File: src/scp_regs.vh
`ifndef SCP_REGS_VH
`define SCP_REGS_VH
// Command byte fields
`define SCP_CMD_RW_BIT     7
`define SCP_CMD_CLS_HI     4
`define SCP_CMD_CLS_LO     3
`define SCP_CMD_CNT_HI     2
`define SCP_CMD_CNT_LO     0
`define SCP_CMD_ADR_HI     6
`define SCP_CMD_ADR_LO     5
// Command classes on bits 4:3
`define SCP_CLS_CHAN       2'b10
`define SCP_CLS_COMMON     2'b11
// Identification byte, arbitrary value
`define SCP_ID_BYTE        8'h5a
// Storage geometry
`define SCP_CHAN_REGS      8
`define SCP_COMMON_REGS    8
`define SCP_COEF_WORDS     8
`define SCP_MEM_DEPTH      128
// Memory base addresses per class, then address constants; coefficient banks need four times eight words
`define SCP_BASE_CHAN      7'h00
`define SCP_BASE_COMMON    7'h20
`define SCP_BASE_COEF      7'h28
`define SCP_ADDR_ZERO      7'h00
`define SCP_ADDR_ONE       7'h01
// Reset value and last bit count of a byte
`define SCP_BYTE_ZERO      8'h00
`define SCP_BIT_CNT_LAST   3'h7
`endif

File: src/scp_sync.v
`timescale 1ns/1ps
// Two-stage synchroniser for one level from outside the clock domain
module scp_sync #(
  parameter [0:0] INIT = 1'b0
) (
  // Clock and reset
  input  wire clk,
  input  wire arst_n,
  // Level
  input  wire d,
  output reg  q
);
  reg meta_q;

  always @(posedge clk or negedge arst_n) begin
    if (!arst_n) begin
      meta_q <= INIT;
      q      <= INIT;
    end else begin
      meta_q <= d;
      q      <= meta_q;
    end
  end
endmodule

File: src/scp_port.v
`timescale 1ns/1ps
`include "scp_regs.vh"
module scp_port #(
  parameter CHANNELS = 4
) (
  // Clock and reset
  input  wire       clk,
  input  wire       arst_n,
  // Host serial pins
  input  wire       sel_n,
  input  wire       host_shift_clock,
  input  wire       sdin,
  output reg        sdout_o,
  output reg        sdout_oe,
  // Channel for the coefficient class; per-channel class takes it from bits 6:5
  input  wire [1:0] chan_sel,
  // Write notification to the rest of the device
  output reg        wr_stb_q,
  output reg  [6:0] wr_addr_q,
  output reg  [7:0] wr_data_q
);
  localparam ST_IDLE = 2'd0;
  localparam ST_CMD  = 2'd1;
  localparam ST_WR   = 2'd2;
  localparam ST_RD   = 2'd3;

  wire       sel_n_s;
  wire       sck_s;
  wire       din_s;

  // Select and clock idle high; leaving reset low would fake an edge
  scp_sync #(
    .INIT (1'b1)
  ) u_sync_sel (
    .clk    (clk),
    .arst_n (arst_n),
    .d      (sel_n),
    .q      (sel_n_s)
  );
  scp_sync #(
    .INIT (1'b1)
  ) u_sync_sck (
    .clk    (clk),
    .arst_n (arst_n),
    .d      (host_shift_clock),
    .q      (sck_s)
  );
  scp_sync #(
    .INIT (1'b0)
  ) u_sync_din (
    .clk    (clk),
    .arst_n (arst_n),
    .d      (sdin),
    .q      (din_s)
  );

  reg  [7:0] mem [0:`SCP_MEM_DEPTH-1];
  reg  [1:0] st_q;
  reg        sck_prev_q;
  reg        sel_prev_q;
  reg  [2:0] bit_cnt_q;
  reg  [7:0] sh_q;
  reg  [7:0] tx_q;
  reg  [3:0] left_q;
  reg  [6:0] ptr_q;
  reg        tx_done_q;
  reg  [6:0] base;

  wire       rise;
  wire       fall;
  wire       start;
  wire [7:0] cmd;
  wire [1:0] cls;
  wire [3:0] cnt;
  wire [6:0] top_addr;
  wire       byte_end;
  wire       busy;
  wire       cmd_done;
  wire       wr_byte;
  wire       rd_fall;

  assign rise     = sck_s & ~sck_prev_q;
  assign fall     = ~sck_s & sck_prev_q;
  assign start    = ~sel_n_s & sel_prev_q;
  assign cmd      = {sh_q[6:0], din_s};
  assign cls      = cmd[`SCP_CMD_CLS_HI:`SCP_CMD_CLS_LO];
  assign cnt      = {1'b0, cmd[`SCP_CMD_CNT_HI:`SCP_CMD_CNT_LO]} + 4'd1;
  // Bytes go highest-numbered location first, down to offset zero
  assign top_addr = ptr_q + {3'b000, left_q} - `SCP_ADDR_ONE;
  assign byte_end = (bit_cnt_q == `SCP_BIT_CNT_LAST);
  assign busy     = ~sel_n_s & ~start;
  assign cmd_done = busy & (st_q == ST_CMD) & rise & byte_end;
  // Bytes beyond the commanded count are dropped
  assign wr_byte  = busy & (st_q == ST_WR) & rise & byte_end & (left_q != 4'h0);
  assign rd_fall  = busy & (st_q == ST_RD) & fall;

  // Class decode; bits 6:5 pick the channel bank, chan_sel the coefficient bank
  always @* begin
    case (cls)
      `SCP_CLS_CHAN: begin
        base = `SCP_BASE_CHAN + {2'b00, cmd[`SCP_CMD_ADR_HI:`SCP_CMD_ADR_LO], 3'b000};
      end
      `SCP_CLS_COMMON: begin
        base = `SCP_BASE_COMMON;
      end
      default: begin
        base = `SCP_BASE_COEF + {2'b00, chan_sel, 3'b000};
      end
    endcase
  end

  // Edge finders on the synchronised host lines
  always @(posedge clk or negedge arst_n) begin
    if (!arst_n) begin
      sck_prev_q <= 1'b1;
      sel_prev_q <= 1'b1;
    end else begin
      sck_prev_q <= sck_s;
      sel_prev_q <= sel_n_s;
    end
  end

  // Register and coefficient storage
  integer i;
  always @(posedge clk or negedge arst_n) begin
    if (!arst_n) begin
      for (i = 0; i < `SCP_MEM_DEPTH; i = i + 1) begin
        mem[i] <= `SCP_BYTE_ZERO;
      end
    end else if (wr_byte) begin
      mem[top_addr] <= cmd;
    end
  end

  // One pulse per stored byte for the rest of the device
  always @(posedge clk or negedge arst_n) begin
    if (!arst_n) begin
      wr_stb_q  <= 1'b0;
      wr_addr_q <= `SCP_ADDR_ZERO;
      wr_data_q <= `SCP_BYTE_ZERO;
    end else begin
      wr_stb_q <= wr_byte;
      if (wr_byte) begin
        wr_addr_q <= top_addr;
        wr_data_q <= cmd;
      end
    end
  end

  // Receive side and sequencing
  always @(posedge clk or negedge arst_n) begin
    if (!arst_n) begin
      st_q      <= ST_IDLE;
      bit_cnt_q <= 3'h0;
      sh_q      <= `SCP_BYTE_ZERO;
      left_q    <= 4'h0;
      ptr_q     <= `SCP_ADDR_ZERO;
    end else if (sel_n_s) begin
      // Abandon any partial byte
      st_q      <= ST_IDLE;
      bit_cnt_q <= 3'h0;
    end else if (start) begin
      st_q      <= ST_CMD;
      bit_cnt_q <= 3'h0;
    end else begin
      case (st_q)
        ST_CMD, ST_WR: begin
          // Sample on rising edge, MSB first
          if (rise) begin
            sh_q      <= cmd;
            // Pauses between bytes simply leave the counters alone
            bit_cnt_q <= bit_cnt_q + 3'h1;
            if (cmd_done) begin
              ptr_q  <= base;
              left_q <= cnt;
              if (cmd[`SCP_CMD_RW_BIT]) begin
                st_q <= ST_RD;
              end else begin
                st_q <= ST_WR;
              end
            end else if (wr_byte) begin
              left_q <= left_q - 4'h1;
            end
          end
        end
        ST_RD: begin
          // Input ignored and no new command while responding
          if (fall) begin
            bit_cnt_q <= bit_cnt_q + 3'h1;
            if (byte_end && left_q != 4'h0) begin
              left_q <= left_q - 4'h1;
            end
          end
        end
        default: begin
          st_q <= ST_IDLE;
        end
      endcase
    end
  end

  // Response side: identification byte, then the requested bytes
  always @(posedge clk or negedge arst_n) begin
    if (!arst_n) begin
      tx_q      <= `SCP_BYTE_ZERO;
      tx_done_q <= 1'b0;
      sdout_o   <= 1'b0;
      sdout_oe  <= 1'b0;
    end else if (sel_n_s) begin
      sdout_oe  <= 1'b0;
      tx_done_q <= 1'b0;
    end else if (cmd_done) begin
      tx_q      <= `SCP_ID_BYTE;
      tx_done_q <= 1'b0;
    end else if (rd_fall) begin
      if (tx_done_q) begin
        // Last bit has been sampled; a strapped line is free again
        sdout_oe <= 1'b0;
      end else begin
        sdout_oe <= 1'b1;
        sdout_o  <= tx_q[7];
        if (byte_end) begin
          if (left_q != 4'h0) begin
            tx_q <= mem[top_addr];
          end else begin
            tx_q      <= `SCP_BYTE_ZERO;
            tx_done_q <= 1'b1;
          end
        end else begin
          tx_q <= {tx_q[6:0], 1'b0};
        end
      end
    end
  end
endmodule

File: config.mk
export PLATFORM = sky130hd
export DESIGN_NAME = scp_port
export DESIGN_NICKNAME = d
export VERILOG_FILES = /design/src/scp_sync.v /design/src/scp_port.v
export VERILOG_INCLUDE_DIRS = /design/src /design/src/src
export SDC_FILE = /design/constraint.sdc
export NUM_CORES = 2
export LEC_CHECK = 0
export BUFFER_PORTS_ARGS = -buffer_cell sky130_fd_sc_hd__buf_2
export CAP_MARGIN = 0
export CORE_MARGIN = 5
export CORE_UTILIZATION = 44
export CTS_BUF_LIST = sky130_fd_sc_hd__clkbuf_4 sky130_fd_sc_hd__clkbuf_8
export CTS_CLUSTER_DIAMETER = 80
export CTS_CLUSTER_SIZE = 14
export DETAILED_ROUTE_END_ITERATION = 8
export GPL_TIMING_DRIVEN = 1
export PLACE_DENSITY = 0.63
export SLEW_MARGIN = 0
export SYNTH_ARGS = -nofsm -noshare
export SYNTH_HDL_FRONTEND = slang
export SYNTH_HIERARCHICAL = 1
export SYNTH_SLANG_ARGS = --single-unit
File: constraint.sdc
create_clock -name clk -period 8.7 [get_ports clk]
set_input_delay 1.305 -clock clk [delete_from_list [all_inputs] [get_ports clk]]
set_output_delay 1.305 -clock clk [all_outputs]
set_load 0.02 [all_outputs]
# Word level (Yosys, flattened, before mapping)
# Cells that the tools add are included.
# classes
shift	0
mul	0
eq_ne	16
mux	39
addsub	6
bitwise	20
order_cmp	2
n_div	0
n_reduce_logical	17
# ops
op	n
$bwmux 1024	1
$mux 8	8
$bmux 8 s7	1
$demux 8 s7	1
$mux 4	5
$pmux 7 s2	1
$and 1x1->1	13
$mux 3	4
$ne 4x3->1 const B	3
$mux 1	11
$reduce_and 3->1	3
$eq 2x2->1 const B	4
$ge 8x8->1 const B	1
$lt 8x1->1 const B	1
$mux 2	4
$not 7->8	1
$pmux 4 s2	1
$reduce_and 4->1	2
$reduce_bool 4->1	2
$add 6x5->7 const A	1
$add 7x4->7	1
$reduce_and 7->1	1
$sub 7x1->7 const B	1
$ne 2x1->1 const B	3
17 further kinds	26
# word_totals
out_inout_bits	18
n_memories	0
elab_cells	248
latch_bits	0
ram_bits	0
romBits	0
register_bits	1082

# Depth between registers and ports, before layout
# logic_depth
depth_word	12
ltp_mapped	15
mapped_depth_nobuf	11

# By module
# Netlist, hierarchy kept.
# by_module_without_submodules
module	seq_area_each_um2	instances	cells_each	area_per_inst_um2
scp_port	26853.3	1	3280	49558.8
scp_sync (u_sync_sck ...)	52.6	2	2	52.6
scp_sync (u_sync_din)	50.0	1	2	50.0

# Least setup slack after synthesis
# OpenSTA, ideal clock, no wires.
# synth_timing
path_type	register to register
start	reg left_q[0]
end	reg mem[512] (netlist name)
setup_slack_ps	5149
path_stages_with_launch	12
t_arrival_ps	3426
setup_time_ps	125
n_path_buf	6
path_cell_list	dfrtp_1 buf_2 buf_2 buf_2 inv_2 ha_1 buf_2 buf_2 buf_2 nor4_2 nand2_2 mux2_2
# synth_between
elab_chain_cells	8
elab_cells_between_ends	11
# synth_rtl
element	line_no	text
start: declaration	scp_port.v:64	reg [3:0] left_q;
start signal: assignment	scp_port.v:175	left_q <= cnt;
start signal: assignment	scp_port.v:182	left_q <= left_q - 4'h1;
start signal: assignment	scp_port.v:191	left_q <= left_q - 4'h1;
$add 7x4->7 *	scp_port.v:89	assign top_addr = ptr_q + {3'b000, left_q} - `SCP_ADDR_ONE;
$sub 7x1->7 (no source line) *	--	
net top_addr[0]	scp_port.v:75	wire [6:0] top_addr;
$not 7->8 (implied by the code) *	scp_port.v:131	mem[top_addr] <= cmd;
$ge 8x8->1 (implied by the code) or $lt 8x1->1 (tied branches)	scp_port.v:131	
$logic_and 1x1->1 (implied by the code)	scp_port.v:131	
$mux 8 (implied by the code)	scp_port.v:131	
$demux 8 s7 *	scp_port.v:131	
$bwmux 1024 *	scp_port.v:131	
end signal: indexed assignment	scp_port.v:128	mem[i] <= `SCP_BYTE_ZERO;
end signal: indexed assignment	scp_port.v:131	
end: declaration	scp_port.v:57	reg [7:0] mem [0:`SCP_MEM_DEPTH-1];
# Mark *: on every way through the listed nets, which the timed path passes. The rest lies on a longest branch.
# A chain may end at the register's enable or synchronous reset.

# Worst setup path after layout
# layout_timing
start	reg left_q[0]
end	reg mem[873] (netlist name)
# layout_between
elab_chain_cells	8
elab_cells_between_ends	11
# layout_rtl
element	line_no
$add 7x4->7	scp_port.v:89
$sub 7x1->7 (no source line)	--
$not 7->8 (implied by the code)	scp_port.v:131
$ge 8x8->1 (implied by the code) or $lt 8x1->1 (tied branches)	scp_port.v:131
$logic_and 1x1->1 (implied by the code)	scp_port.v:131
$mux 8 (implied by the code)	scp_port.v:131
$demux 8 s7	scp_port.v:131
$bwmux 1024	scp_port.v:131
# Several ways; a longest one is shown, not always the timed one.

==> flow_metrics.env <==
export IMPL_slew_headroom_pct=8.40
export IMPL_hold_buffers=0
export IMPL_clk_path_buf_depth=3
export IMPL_postCtsSetupRepairBufs=0
export IMPL_hold_start="u_sync_sck/meta_q"
export IMPL_ys_warn_count=6
export IMPL_multiInputGateArea_mm2=0.0218
export IMPL_cts_tree="built"
export IMPL_drc_errors=0
export IMPL_netlist_top_cells_area="dfrtp_1, mux2_2, mux4_2"
export IMPL_synthArstFlopShare_pct=100
export IMPL_syn_cell_area_mm2=0.0497
export IMPL_vias_per_cell=5.89
export IMPL_comb_power_share_pct=27.5
export IMPL_vias=27928
export IMPL_critPathArrivalTime_ns=6.09
export IMPL_hold_path_cell_count=0
export IMPL_dr_pass1_iters=5
export IMPL_p_seq_share_pct=47.4
export IMPL_period_minus_slack_ns=5.47
export IMPL_r2r_end="mem[873]"
export IMPL_ir_drop_v=0.000246
export IMPL_netlist_area_leader_share_pct=54.0
export IMPL_p_clk_share_pct=25.1
export IMPL_worstMarginPinSlew_ns=1.36
export IMPL_start_kind="flip-flop"
export IMPL_cp_required_ns=9.32
export IMPL_postPlaceCellArea_mm2=0.0514
export IMPL_hp_class="flip-flop to flip-flop"
export IMPL_grt_overflow_total=0
export IMPL_clk_pin_slew_ns=0.09
export IMPL_slowest_delay_ns=1.39
export IMPL_crit_chain="ha_1, inv_1, fa_4, buf_4, nand2_4, nor2_2, nand2_1, mux2_2"
export IMPL_register_area_mm2=0.0270
export IMPL_wl_per_cell_um=25.3
export IMPL_period_share_pct=62.9
export IMPL_cp_end_kind="flip-flop"
export IMPL_synth_seq_cells=1079
export IMPL_track_usage_pct=20.0
export IMPL_status="complete, no violations"
export IMPL_io_buffer_count=24
export IMPL_final_common_cell="dfrtp_1"
export IMPL_coreArea_mm2=0.112
export IMPL_worstPathMaxFanout=52
export IMPL_grt_first_pass_wirelength_um=188000
export IMPL_antenna_found_initial=2
export IMPL_wl_um=120000
export IMPL_insertion_delay_ns=0.77
export IMPL_numCtsBuffers=87
export IMPL_worstHoldEndpoint="u_sync_sck/q"
export IMPL_final_hold_viol_count=0
export IMPL_fin_setup_tns_ns=0
export IMPL_fmax_mhz=183
export IMPL_synth_ff_type="dfrtp_1"
export IMPL_syn_nets=3312
export IMPL_r2r_slack_ns=3.23
export IMPL_grt_pass1_vias=29323
export IMPL_slew_viol_final=0
export IMPL_fp_dieArea_mm2=0.120
export IMPL_place_hpwl_um=71900
export IMPL_critical_path_class="flip-flop to flip-flop"
export IMPL_crit_family="adder cells"
export IMPL_ys_seq_area_share_pct=54.3
export IMPL_netSwitchingPower_mw=3.78
export IMPL_drtAntennaViolNets=0
export IMPL_nNetsFinal=3243
export IMPL_gp_congestion=0.759
export IMPL_internal_power_mw=6.96
export IMPL_drt_initial_drc_count=1800
export IMPL_cts_root_buf="clkbuf_8"
export IMPL_drive_above_1_share_pct=48.7
export IMPL_initial_core_util_pct=44.3
export IMPL_skew_ns=0.0710
export IMPL_fillCellCount=9863
export IMPL_syn_area_per_cell_um2=15.1
export IMPL_p_sw_share_pct=35.2
export IMPL_critPathSlowestCell="fa_4"
export IMPL_mostFrequentLayoutCells="dfrtp_1, mux2_2, mux4_2"
export IMPL_r2r_start="left_q[0]"
export IMPL_maxCapViolCount=0
export IMPL_power_leakage_nw=25.1
export IMPL_synth_cell_types=65
export IMPL_synth_area_leader_cell="dfrtp_1"
export IMPL_p_per_area_mw_per_mm2=203
export IMPL_areaGrowthSynthToFinish_pct=6.23
export IMPL_rsz0062_at_grt="no"
export IMPL_synth_edf_count=0
export IMPL_num_rows=123
export IMPL_clkSinkCount=1079
export IMPL_post_cts_resized=0
export IMPL_design_area_mm2=0.0528
export IMPL_setup_violations=0
export IMPL_netlist_instances=3286
export IMPL_reg2reg_depth=8
export IMPL_worst_path_buf_inv=2
export IMPL_grt_max_degree=152
export IMPL_ios=25
export IMPL_cts_max_level=3
export IMPL_die_y_um=346
export IMPL_fp_dieW_um=346
export IMPL_hold_ws_ns=0.364
cells in the mapped netlist (all sizes together) (5+ instances only):
cell type,n
ha,18
dfrtp,1073
a31oi,8
inv,18
a32o,16
clkbuf,172
and3,7
nor2,90
nor3,19
nand3,20
a32oi,40
mux2,1031
buf,55
a22oi,20
mux2i,91
xor2,5
a211o,7
o21ai,39
mux4,241
dfstp,6
nand2,233
a211oi,6
a21oi,16
kinds of logic after synthesis:
group | after synthesis | share of synthesized area, %
AOI/OAI and AO/OA | 185 | 2.73
buffers and inverters | 245 | 1.98
muxes | 1363 | 36.2
adders and majority gates | 19 | 0.493
xor gates and xnor gates | 7 | 0.138
and+or+nand+nor | 388 | 4.17
DFF | 1079 | 54.3
state kept, by name, summed over array words and instances, names as in the netlist, 2 cells and up:
| register | cells |
|---|---|
| sh_q | 7 |
| tx_q | 8 |
| ptr_q | 4 |
| st_q | 2 |
| mem | 1024 |
| left_q | 4 |
| wr_data_q | 8 |
| wr_addr_q | 7 |
| bit_cnt_q | 3 |
per-layer routing:
layer	up-vias	routed length [um]	GRT usage [%]
met1	15281	56800	29.9
li1	11978	-	-
met2	524	55700	31.4
met4	0	2610	5.13
met5	-	0	0
met3	145	5020	2.60
final cells by class:
class / instances / share of cell area [%]
Inverter: 18 / 0.137
Tap cell: 1500 / 3.55
Timing Repair Buffer: 69 / 1.08
Multi-Input combinational cell: 1962 / 41.3
Clock inverter: 5 / 0.0687
Clock buffer: 110 / 2.65
Sequential cell: 1079 / 51.2
Antenna cell: 2 / 0.00948
per-stage QoR:
| step | total power, mW | cells | setup slack (ns) | util [%] |
|---|---|---|---|---|
| after detailed placement | 8.15 | 4628 | 3.22 | 45.7 |
| after global placement | 8.16 | 4628 | 3.25 | 45.7 |
| after floorplan | 6.97 | 3286 | 5.15 | - |
| after CTS | 10.8 | 4743 | 3.18 | 47.0 |
| final | 10.7 | 4745 | 3.23 | 47.0 |
| after global routing | 11.1 | 4744 | 2.97 | 47.0 |
worst max-delay path by stage:
stage / start / endpoint / slack [ns] / cells after the start
3_3_place_gp: left_q[0] / mem[878] / 3.25 / 8
4_1_cts: left_q[0] / mem[879] / 3.18 / 8
6_report: left_q[0] / mem[873] / 3.23 / 8
5_1_grt: left_q[0] / mem[873] / 2.97 / 8
3_5_place_dp: left_q[0] / mem[875] / 3.22 / 8
2_1_floorplan: left_q[0] / mem[512] / 5.15 / 11
power by group through the flow:
stage	Sequential, mW	Clock (mW)	Combinational, mW
detailed placement	5.20	0	2.96
global placement	5.20	0	2.96
finish	5.09	2.69	2.96
CTS	5.10	2.79	2.96
floorplan	5.13	0	1.84
global route	5.10	2.97	3.08
Power figures use the tool's default switching activity.
